**src/design/tsrb_pkg.sv**
```systemverilog
// Shared constants, types and helpers of the tuner status register bank.
// Assumes a single 25 MHz clock and an AXI4-Lite register bus with 32-bit data.
`default_nettype none

package tsrb_pkg;

    // ------------------------------------------------------------
    // Register indices (byte address is four times the index)
    // ------------------------------------------------------------
    localparam int unsigned ADDR_W         = 8;
    localparam logic [5:0]  IDX_TEST_TWO   = 6'h08;
    localparam logic [5:0]  IDX_BOOT_CFG   = 6'h09;
    localparam logic [5:0]  IDX_STATUS     = 6'h0A;
    localparam logic [5:0]  IDX_CONTROL    = 6'h10;
    localparam logic [5:0]  IDX_IRQ_STAT   = 6'h11;
    localparam logic [5:0]  IDX_IRQ_MASK   = 6'h12;

    // ------------------------------------------------------------
    // Field positions
    // ------------------------------------------------------------
    localparam int unsigned STAT_GROUP_BIT = 15;
    localparam int unsigned STAT_STC_BIT   = 14;
    localparam int unsigned STAT_SFBL_BIT  = 13;
    localparam int unsigned STAT_AFC_BIT   = 12;
    localparam int unsigned STAT_SYNC_BIT  = 11;
    localparam int unsigned STAT_BLOCK_A_ERROR_LEVEL_LSB = 9;
    localparam int unsigned STAT_ST_BIT    = 8;
    localparam int unsigned CTRL_SEEK_BIT  = 0;
    localparam int unsigned CTRL_TUNE_BIT  = 1;
    localparam int unsigned CTRL_WRAP_BIT  = 2;
    localparam int unsigned CTRL_VERB_BIT  = 3;
    localparam int unsigned IRQ_STC_BIT    = 0;
    localparam int unsigned IRQ_SFBL_BIT   = 1;
    localparam int unsigned IRQ_GROUP_BIT  = 2;
    localparam int unsigned IRQ_W          = 3;

    // ------------------------------------------------------------
    // Values after reset and limits
    // ------------------------------------------------------------
    localparam logic [15:0] TEST_TWO_RST   = 16'h0000;
    localparam logic [15:0] BOOT_CFG_RST   = 16'h0000;
    localparam logic [2:0]  IRQ_MASK_RST   = 3'h0;
    localparam logic [7:0]  SIGNAL_STRENGTH_LEVEL_CEIL      = 8'h4B;
    localparam logic [1:0]  RESP_OKAY      = 2'h0;
    localparam logic [1:0]  RESP_SLVERR    = 2'h2;

    // ------------------------------------------------------------
    // Carriers
    // ------------------------------------------------------------
    typedef struct packed {
        logic       seek_done;
        logic       tune_done;
        logic       seek_failed;
        logic       band_limit;
        logic       afc_railed;
        logic       group_ready;
        logic       decoder_sync;
        logic [1:0] block_a_err;
        logic       stereo;
        logic [7:0] signal_strength_level;
    } tsrb_core_in_type;

    typedef struct packed {
        logic seek_req;
        logic tune_req;
        logic seek_wrap_select;
        logic verbose_select;
        logic softmute;
    } tsrb_ctrl_out_type;

    // ------------------------------------------------------------
    // Helpers
    // ------------------------------------------------------------
    function automatic logic tsrb_is_mapped(input logic [ADDR_W-1:0] addr);
        logic [5:0] idx;
        idx = addr[7:2];
        return (addr[1:0] == 2'h0) &&
               (idx inside {IDX_TEST_TWO, IDX_BOOT_CFG, IDX_STATUS,
                            IDX_CONTROL, IDX_IRQ_STAT, IDX_IRQ_MASK});
    endfunction

    function automatic logic [15:0] tsrb_merge(input logic [15:0] old_v,
                                               input logic [15:0] new_v,
                                               input logic [1:0]  strb);
        return {strb[1] ? new_v[15:8] : old_v[15:8],
                strb[0] ? new_v[7:0]  : old_v[7:0]};
    endfunction

endpackage

`default_nettype wire

```
**src/design/tsrb_sticky.sv**
```systemverilog
// Sticky event flags: hardware sets, software clears by writing ones.
// Assumes set and clear come from logic on the same clock.
`default_nettype none

module tsrb_sticky
    import tsrb_pkg::*;
#(
    parameter int unsigned W = 3
) (
    input  wire logic         mclk_i,
    input  wire logic         sys_rst_i,
    input  wire logic [W-1:0] set_i,
    input  wire logic [W-1:0] clr_i,
    output logic      [W-1:0] flags_o
);

    typedef struct packed {
        logic [W-1:0] flags;
    } tsrb_sticky_state_type;

    tsrb_sticky_state_type r;
    tsrb_sticky_state_type r_nxt;

    // Set beats clear so an event in the clearing cycle is not lost
    always_comb begin
        r_nxt = r;
        r_nxt.flags = (r.flags & ~clr_i) | set_i;
    end

    always_ff @(posedge mclk_i) begin
        if (sys_rst_i) begin
            r <= '0;
        end else begin
            r <= r_nxt;
        end
    end

    assign flags_o = r.flags;
endmodule

`default_nettype wire

```
**src/design/tsrb_top.sv**
```systemverilog
// Tuner status register bank: reserved test and boot words, the status
// word, a control word, and interrupt status and mask, on AXI4-Lite.
// Assumes the tuner core drives core_i on mclk_i and that done strobes
// are one-cycle pulses.
`default_nettype none

module tsrb_top
    import tsrb_pkg::*;
#(
    parameter logic [7:0] SIGNAL_STRENGTH_LEVEL_MAX = SIGNAL_STRENGTH_LEVEL_CEIL
) (
    input  wire logic              mclk_i,
    input  wire logic              sys_rst_i,
    input  wire logic              s_axi_awvalid_i,
    output logic                   s_axi_awready_o,
    input  wire logic [ADDR_W-1:0] s_axi_awaddr_i,
    input  wire logic              s_axi_wvalid_i,
    output logic                   s_axi_wready_o,
    input  wire logic [31:0]       s_axi_wdata_i,
    input  wire logic [3:0]        s_axi_wstrb_i,
    output logic                   s_axi_bvalid_o,
    input  wire logic              s_axi_bready_i,
    output logic      [1:0]        s_axi_bresp_o,
    input  wire logic              s_axi_arvalid_i,
    output logic                   s_axi_arready_o,
    input  wire logic [ADDR_W-1:0] s_axi_araddr_i,
    output logic                   s_axi_rvalid_o,
    input  wire logic              s_axi_rready_i,
    output logic      [31:0]       s_axi_rdata_o,
    output logic      [1:0]        s_axi_rresp_o,
    input  wire logic              powered_up_i,
    input  wire tsrb_core_in_type  core_i,
    output var tsrb_ctrl_out_type  ctrl_o,
    output logic                   irq_o
);

    // ------------------------------------------------------------
    // State
    // ------------------------------------------------------------
    typedef struct packed {
        logic              aw_full;
        logic [ADDR_W-1:0] aw_addr;
        logic              w_full;
        logic [15:0]       w_data;
        logic [1:0]        w_strb;
        logic              bvalid;
        logic [1:0]        bresp;
        logic              rvalid;
        logic [31:0]       rdata;
        logic [1:0]        rresp;
        logic [15:0]       test_two;
        logic [15:0]       boot_cfg;
        logic              seek_req;
        logic              tune_req;
        logic              wrap;
        logic              verbose;
        logic [IRQ_W-1:0]  irq_mask;
        logic              seek_tune_complete;
        logic              sfbl;
        logic              afc;
        logic              group;
        logic              sync;
        logic [1:0]        block_a_error_level;
        logic              stereo;
        logic [7:0]        signal_strength_level;
    } tsrb_state_type;

    tsrb_state_type   r;
    tsrb_state_type   r_nxt;
    logic [15:0]      status_word;
    logic [IRQ_W-1:0] irq_set;
    logic [IRQ_W-1:0] irq_clr;
    logic [IRQ_W-1:0] irq_flags;
    logic             wr_fire;
    logic             stc_set;
    logic             sfbl_set;
    logic             seek_fall;
    logic             tune_fall;

    // ------------------------------------------------------------
    // Status word assembly
    // ------------------------------------------------------------
    // Sync and block A error level read as zero outside verbose mode; group ready always shows
    always_comb begin
        status_word = 16'h0000;
        status_word[STAT_GROUP_BIT] = r.group;
        status_word[STAT_STC_BIT]   = r.seek_tune_complete;
        status_word[STAT_SFBL_BIT]  = r.sfbl;
        status_word[STAT_AFC_BIT]   = r.afc;
        status_word[STAT_SYNC_BIT]  = r.verbose & r.sync;
        status_word[STAT_BLOCK_A_ERROR_LEVEL_LSB +: 2] = r.verbose ? r.block_a_error_level : 2'h0;
        status_word[STAT_ST_BIT]    = r.stereo;
        status_word[7:0]            = r.signal_strength_level;
    end

    // ------------------------------------------------------------
    // Next state
    // ------------------------------------------------------------
    always_comb begin
        r_nxt   = r;
        irq_clr = '0;
        irq_set = '0;

        // Write address and data are taken independently, one of each
        if (s_axi_awvalid_i && s_axi_awready_o) begin
            r_nxt.aw_full = 1'b1;
            r_nxt.aw_addr = s_axi_awaddr_i;
        end
        if (s_axi_wvalid_i && s_axi_wready_o) begin
            r_nxt.w_full = 1'b1;
            r_nxt.w_data = s_axi_wdata_i[15:0];
            r_nxt.w_strb = s_axi_wstrb_i[1:0];
        end
        if (r.bvalid && s_axi_bready_i) begin
            r_nxt.bvalid = 1'b0;
        end

        wr_fire = r.aw_full && r.w_full && !r.bvalid;
        if (wr_fire) begin
            r_nxt.aw_full = 1'b0;
            r_nxt.w_full  = 1'b0;
            r_nxt.bvalid  = 1'b1;
            r_nxt.bresp   = tsrb_is_mapped(r.aw_addr) ? RESP_OKAY : RESP_SLVERR;
            if (r.aw_addr[1:0] == 2'h0) begin
                case (r.aw_addr[7:2])
                    // Written while powered up would upset the core
                    IDX_TEST_TWO: begin
                        if (!powered_up_i) begin
                            r_nxt.test_two = tsrb_merge(r.test_two, r.w_data, r.w_strb);
                        end
                    end
                    IDX_BOOT_CFG: begin
                        if (!powered_up_i) begin
                            r_nxt.boot_cfg = tsrb_merge(r.boot_cfg, r.w_data, r.w_strb);
                        end
                    end
                    IDX_CONTROL: begin
                        if (r.w_strb[0]) begin
                            r_nxt.seek_req = r.w_data[CTRL_SEEK_BIT];
                            r_nxt.tune_req = r.w_data[CTRL_TUNE_BIT];
                            r_nxt.wrap     = r.w_data[CTRL_WRAP_BIT];
                            r_nxt.verbose  = r.w_data[CTRL_VERB_BIT];
                        end
                    end
                    IDX_IRQ_STAT: begin
                        if (r.w_strb[0]) begin
                            irq_clr = r.w_data[IRQ_W-1:0];
                        end
                    end
                    IDX_IRQ_MASK: begin
                        if (r.w_strb[0]) begin
                            r_nxt.irq_mask = r.w_data[IRQ_W-1:0];
                        end
                    end
                    // Status word writes are accepted and dropped
                    default: begin
                    end
                endcase
            end
        end

        // Read channel: one read in flight, data from a register
        if (r.rvalid && s_axi_rready_i) begin
            r_nxt.rvalid = 1'b0;
        end
        if (s_axi_arvalid_i && s_axi_arready_o) begin
            r_nxt.rvalid = 1'b1;
            r_nxt.rdata  = 32'h0000_0000;
            r_nxt.rresp  = tsrb_is_mapped(s_axi_araddr_i) ? RESP_OKAY : RESP_SLVERR;
            if (s_axi_araddr_i[1:0] == 2'h0) begin
                case (s_axi_araddr_i[7:2])
                    IDX_TEST_TWO: r_nxt.rdata[15:0] = r.test_two;
                    IDX_BOOT_CFG: r_nxt.rdata[15:0] = r.boot_cfg;
                    IDX_STATUS:   r_nxt.rdata[15:0] = status_word;
                    IDX_CONTROL: begin
                        r_nxt.rdata[CTRL_SEEK_BIT] = r.seek_req;
                        r_nxt.rdata[CTRL_TUNE_BIT] = r.tune_req;
                        r_nxt.rdata[CTRL_WRAP_BIT] = r.wrap;
                        r_nxt.rdata[CTRL_VERB_BIT] = r.verbose;
                    end
                    IDX_IRQ_STAT: r_nxt.rdata[IRQ_W-1:0] = irq_flags;
                    IDX_IRQ_MASK: r_nxt.rdata[IRQ_W-1:0] = r.irq_mask;
                    default: begin
                    end
                endcase
            end
        end

        // Completion flag: falling request edge clears, completion wins
        seek_fall = r.seek_req && !r_nxt.seek_req;
        tune_fall = r.tune_req && !r_nxt.tune_req;
        stc_set   = core_i.seek_done || core_i.tune_done;
        if (seek_fall || tune_fall) begin
            r_nxt.seek_tune_complete = 1'b0;
        end
        if (stc_set) begin
            r_nxt.seek_tune_complete = 1'b1;
        end

        // Seek fail / band limit depends on wrap select
        sfbl_set = (!r.wrap && core_i.seek_done && core_i.seek_failed) ||
                   (r.wrap && core_i.band_limit);
        if (seek_fall) begin
            r_nxt.sfbl = 1'b0;
        end
        if (sfbl_set) begin
            r_nxt.sfbl = 1'b1;
        end

        // Live fields follow the core every cycle
        r_nxt.afc    = core_i.afc_railed;
        r_nxt.group  = core_i.group_ready;
        r_nxt.sync   = core_i.decoder_sync;
        r_nxt.block_a_error_level  = core_i.block_a_err;
        r_nxt.stereo = core_i.stereo;
        // Clamp rather than wrap: an overrange reading still reads strong
        r_nxt.signal_strength_level   = (core_i.signal_strength_level > SIGNAL_STRENGTH_LEVEL_MAX) ? SIGNAL_STRENGTH_LEVEL_MAX : core_i.signal_strength_level;

        irq_set[IRQ_STC_BIT]   = stc_set;
        irq_set[IRQ_SFBL_BIT]  = sfbl_set;
        irq_set[IRQ_GROUP_BIT] = core_i.group_ready && !r.group;
    end

    always_ff @(posedge mclk_i) begin
        if (sys_rst_i) begin
            r          <= '0;
            r.test_two <= TEST_TWO_RST;
            r.boot_cfg <= BOOT_CFG_RST;
            r.irq_mask <= IRQ_MASK_RST;
        end else begin
            r <= r_nxt;
        end
    end

    // ------------------------------------------------------------
    // Interrupt flags
    // ------------------------------------------------------------
    tsrb_sticky #(
        .W (IRQ_W)
    ) u_irq_flags (
        .mclk_i    (mclk_i),
        .sys_rst_i (sys_rst_i),
        .set_i     (irq_set),
        .clr_i     (irq_clr),
        .flags_o   (irq_flags)
    );

    // ------------------------------------------------------------
    // Outputs
    // ------------------------------------------------------------
    assign s_axi_awready_o  = !r.aw_full && !r.bvalid;
    assign s_axi_wready_o   = !r.w_full && !r.bvalid;
    assign s_axi_bvalid_o   = r.bvalid;
    assign s_axi_bresp_o    = r.bresp;
    assign s_axi_arready_o  = !r.rvalid;
    assign s_axi_rvalid_o   = r.rvalid;
    assign s_axi_rdata_o    = r.rdata;
    assign s_axi_rresp_o    = r.rresp;
    assign ctrl_o = {r.seek_req,
                     r.tune_req,
                     r.wrap,
                     r.verbose,
                     r.afc};
    assign irq_o = |(irq_flags & r.irq_mask);
endmodule

`default_nettype wire

```
**config.mk**
```make
export PLATFORM = sky130hd
export DESIGN_NAME = tsrb_top
export DESIGN_NICKNAME = d
export VERILOG_FILES = /design/src/design/tsrb_pkg.sv /design/src/design/tsrb_sticky.sv /design/src/design/tsrb_top.sv
export SDC_FILE = /design/constraint.sdc
export NUM_CORES = 1
export LEC_CHECK = 0
export BUFFER_PORTS_ARGS = -buffer_cell sky130_fd_sc_hd__buf_2
export CORE_MARGIN = 3
export CORE_UTILIZATION = 28
export DETAILED_ROUTE_END_ITERATION = 16
export GPL_ROUTABILITY_DRIVEN = 0
export PLACE_DENSITY_LB_ADDON = 0.08
export SYNTH_ARGS = -nofsm -noshare
export SYNTH_HDL_FRONTEND = slang
export SYNTH_HIERARCHICAL = 1
export SYNTH_SLANG_ARGS = --single-unit
```
**constraint.sdc**
```tcl
create_clock -name mclk_i -period 4.9 [get_ports mclk_i]
set_input_delay 0.49 -clock mclk_i [delete_from_list [all_inputs] [get_ports mclk_i]]
set_output_delay 0.49 -clock mclk_i [all_outputs]
set_load 0.01 [all_outputs]
```
### Word-level counts from Yosys, hierarchy flattened

Index checks and enable logic that the tools add are counted.
W data, S select, Z words.

* input bits: 78
* bits in registers: 108

* reduce and logical (&&, ||, !) cells: 45
* bitwise operators: 6
* equality and inequality tests: 12
* $lt $le $gt $ge: 1
* mux-type cells: 26

Operator list (count)
* $eq A6 B4 Y1 const B: 6
* $eq A6 B5 Y1 const B: 6
* $pmux W12 S3: 1
* $mux W35: 1
* $mux W3: 7
* $mux W7: 3
* $reduce_and A5 Y1: 4
* $pmux W3 S6: 1
* $logic_and A1 B1 Y1: 17
* $mux W16: 1
* $reduce_bool A6 Y1: 2
* $gt A8 B7 Y1 const B: 1
* $logic_not A1 Y1: 8
* $mux W4: 2
* $reduce_and A4 Y1: 2
* $reduce_bool A2 Y1: 4
* $and A3 B3 Y3: 2
* $mux W1: 6
* $mux W2: 3
* $logic_not A2 Y1: 2
* $pmux W1 S4: 1
* $reduce_or A2 Y1: 2
* $logic_or A1 B1 Y1: 3
* $not A3 Y3: 1
* 4 further kinds: 4

### Longest topological paths before layout

* depth after elaboration: 9
* depth in mapped cells: 7
* gate-level depth less buffers: 6

### By module

The synthesis kept the hierarchy.

Modules (own cells, without submodules)
* tsrb_top: cells an instance 513, area each 4565.6 um^2, instances 1
* tsrb_sticky: cells an instance 12, area each 105.1 um^2, instances 1

### Least setup slack after synthesis

OpenSTA, ideal clock, no wires.

* kind: input to register
* from: input port powered_up_i
* to: register r[28] in the netlist's numbering
* setup time: 128 ps
* setup slack: 2907 ps
* cell stages on the path: 6
* arrival: 1866 ps
* path through: or4b_4 -> or4_4 -> buf_6 -> buf_6 -> mux2i_1 -> nor2_1

* cells in the longest elaborated chain, start to end: 2

Ends and longest elaborated chain
* from (decl): line tsrb_top.sv:31 `input wire logic powered_up_i,`
* $not A1 Y1 (no line)
* $reduce_and A5 Y1 (no line)
* to (signal assigned): line tsrb_top.sv:231 `r <= r_nxt;`
* to (decl): line tsrb_top.sv:68 `tsrb_state_type r;`

No other way between the ends.
A chain may end at the register's enable or synchronous reset.

### Worst setup path in the final report

* from: register r[115] in the netlist's numbering
* to: register r[31] in the netlist's numbering

* cells in the longest elaborated chain, start to end: 2

Ends and longest elaborated chain
* $eq A6 B4 Y1: line tsrb_top.sv:125 `case (r.aw_addr[7:2])`
* $reduce_and A5 Y1 (no line)

No other way between the ends.

==> flow_metrics.py <==
metrics = {
    "floorplan": {
        "num_rows": 46,
        "start_util": 0.290,
        "die_area_mm2": 0.0183,
        "die_x_um": 135,
        "coreArea_mm2": 0.0161,
        "pin_count": 125,
        "die_y_um": 135,
    },
    "detailed_routing": {
        "drc_errors": 0,
        "wl_met3_um": 719,
        "drt-initial-drc-count": 175,
        "vias_per_cell": 4.50,
        "drt-total-wl_mm": 12.1,
        "drtPass1Iterations": 4,
        "ant_nets": 0,
        "vias": 3590,
        "top_layer": "met4",
        "wl_per_cell_um": 15.2,
        "wl_met1_mm": 6.40,
        "dr_wl_met2_mm": 4.86,
    },
    "placement": {
        "dp_hpwl_mm": 8.66,
        "placed_cell_area_mm2": 0.00504,
        "port_buffers": 88,
    },
    "setup_path": {
        "worstPathCellList": "or4b_4 -> or4_1 -> mux2i_1 -> nor2_1",
        "critical_path_required_ns": 5.12,
        "crit_type": "flip-flop to flip-flop",
        "cp_max_fo": 8,
        "critPathArrivalTime_ns": 2.39,
        "crit_path_max_incr_delay_ns": 0.77,
        "r2r_cells": 4,
        "crit_path_end_kind": "flip-flop",
        "r2r_end": "r[31]$_SDFFE_PP0P_",
        "r2r_setup_slack_ns": 2.73,
        "r2r_start": "r[115]$_SDFFE_PP0P_",
        "crit_path_top_delay_cell": "or4_1",
        "start_kind": "flip-flop",
    },
    "sta": {
        "fmax_mhz": 460,
        "fin_crit_ns": 2.17,
        "drv_slew": 0,
        "tns_ns": 0,
        "whs_ns": 0.318,
        "slew_headroom": 0.375,
        "setup_viol": 0,
        "finalCritPeriodShare": 0.444,
        "skew_ns": 0.00575,
        "worst_pin_slew_ns": 0.937,
        "rsz0062_at_grt": "false",
        "finalHoldViolations": 0,
    },
    "pwr": {
        "power_leakage_nw": 2.23,
        "powerDensity_mw_per_mm2": 347,
        "peakVddDrop_uv": 167,
    },
    "cts": {
        "worstSkewPairLatency_ns": 0.35,
        "htreeDepth": 3,
        "cts_hold_buf": 0,
        "clock_tree.root_cell": "clkbuf_16",
        "cts_tree": "done",
        "cts_setup_buffers": 0,
        "ctsResizeCount": 0,
        "cts_buffers": 9,
        "clkSinkCount": 106,
        "clockBufferDepth": 2,
        "clk_pin_slew_ns": 0.07,
    },
    "flow_run": {
        "drv_cap": 0,
    },
    "run_status": {
        "status": "finished, final reports clean",
    },
    "yosys": {
        "synth_area_mm2": 0.00467,
        "yosys_most_used_dff": "dfxtp_1",
        "synth_edf_count": 0,
        "synthCells": 525,
        "yosysWarnings": 6,
        "synth_seq_cells": 106,
        "async_flop_share": 0,
        "post_synth_num_cell_types": 43,
        "synth_area_per_cell_um2": 8.90,
        "seq_area_frac_synth": 0.454,
    },
    "grt": {
        "grt_pass1_wl_mm": 18.8,
        "grt.overflow.total": 0,
        "grt_pass1_vias": 3353,
        "grt_usage": 0.133,
        "grt_max_degree": 54,
        "antenna_found_initial": 0,
    },
    "layout": {
        "layout-drive-gt1-share": 0.200,
        "areaGrowthSynthToFinish_pct": 15.0,
        "nNetsFinal": 654,
        "final_area_mm2": 0.00537,
        "utilization": 0.333,
        "diodes": 0,
        "regArea_mm2": 0.00212,
        "filler_cell_count": 1737,
        "multi_input_area_mm2": 0.00213,
    },
    "min_path": {
        "min_path_type": "input port to flip-flop",
        "worstHoldStart": "s_axi_rready_i",
        "whs_path_depth": 2,
        "hold_end": "s_axi_rvalid_o$_SDFFE_PP0P_",
    },
}
routing by layer:
layer,vias up,global-route usage
met3,12,0.0349
met4,0,0.0437
met2,101,0.183
met1,1634,0.201
met5,-,0
li1,1843,-
through the flow:
step	power (mW)	cells	setup WS [ns]
after CTS	1.89	797	2.72
after global placement	1.08	781	2.57
after global routing	1.94	797	2.62
final	1.86	797	2.73
after floorplan	1.03	543	2.91
after detailed placement	1.09	781	2.53
power by group:
group | internal, mW | total, mW | switching (mW)
Combinational | 0.0553 | 0.150 | 0.0946
Sequential | 0.888 | 0.913 | 0.0244
Clock | 0.476 | 0.800 | 0.324
Total | 1.42 | 1.86 | 0.443
synth_stat cells (3+ instances only):
library cell	count	share of area
nor4_1	3	0.0040
a31oi_1	3	0.0040
and2_1	5	0.0067
a211oi_1	4	0.0064
nor4b_1	4	0.0075
o2bb2ai_1	3	0.0056
nor2_1	41	0.033
or4b_2	3	0.0064
nand2_1	77	0.062
nand3b_1	6	0.0096
dfxtp_1	106	0.45
a21oi_1	44	0.047
a22o_1	12	0.023
clkbuf_1	22	0.018
buf_2	3	0.0032
or4_1	3	0.0048
nand2b_1	16	0.021
inv_1	15	0.012
o21ai_0	21	0.023
nor3_1	3	0.0032
buf_4	41	0.066
mux2i_1	47	0.10
nor2b_1	14	0.019
a311oi_1	4	0.0075
cells by family (layout without fill, tap and decap cells):
kind of cell    after synthesis  in the layout  share of synthesized area
buf+inv                      84            122                      0.104
simple gates                184            184                      0.201
other cells                   1             19                   0.000803
xor+xnor                      1              1                    0.00188
flops                       106            106                      0.454
mux                          47             47                      0.101
compound gates              102            102                      0.137
layout make-up:
type                            count  area share
Clock inverter                      4      0.0137
Timing Repair Buffer               91      0.0862
Clock buffer                       12      0.0478
Sequential cell                   106       0.395
Inverter                           15      0.0105
Tap cell                          216      0.0503
Multi-Input combinational cell    353       0.396
worst max path at each step:
stage | cells after the start | startpoint | endpoint | slack [ns]
floorplan | 6 | powered_up_i | r[28]$_SDFFE_PP0P_ | 2.91
global placement | 5 | powered_up_i | r[31]$_SDFFE_PP0P_ | 2.57
CTS | 4 | r[115]$_SDFFE_PP0P_ | r[33]$_SDFFE_PP0P_ | 2.72
global route | 4 | r[115]$_SDFFE_PP0P_ | r[31]$_SDFFE_PP0P_ | 2.62
detailed placement | 5 | powered_up_i | r[33]$_SDFFE_PP0P_ | 2.53
finish | 4 | r[115]$_SDFFE_PP0P_ | r[31]$_SDFFE_PP0P_ | 2.73
placed cells by master (no fill, tap or decap), drive strengths merged, types with 2 or more instances in the layout:
cell type / count
and2: 5
nor4: 5
inv: 15
a22oi: 2
a221oi: 2
bufinv: 2
nand3b: 6
clkinv: 2
nand2b: 16
a211oi: 4
mux2i: 47
a311oi: 4
a21oi: 44
a31oi: 3
conb: 19
clkbuf: 12
dfxtp: 106
o21ai: 23
o2bb2ai: 3
nor3: 3
nor2: 41
buf: 91
or4: 5
nor4b: 4
nand4b: 2
or4b: 4
nor2b: 14
a22o: 12
nand2: 77
sequential cells by signal (all words and copies together), names as in the netlist:
name	flops
s_axi_bresp_o	1
s_axi_rdata_o	16
s_axi_bvalid_o	1
u_irq_flags/flags_o	3
ctrl_o	5
s_axi_rvalid_o	1
r	78
s_axi_rresp_o	1
critical path: cells and delay by family (launching register included):
family | cells | cell delay, ns
multiplexers | 1 | 0.24
AND/OR/NAND/NOR | 3 | 1.43
flip-flops | 1 | 0.37
Note: power is estimated with default switching activity, not from simulation.
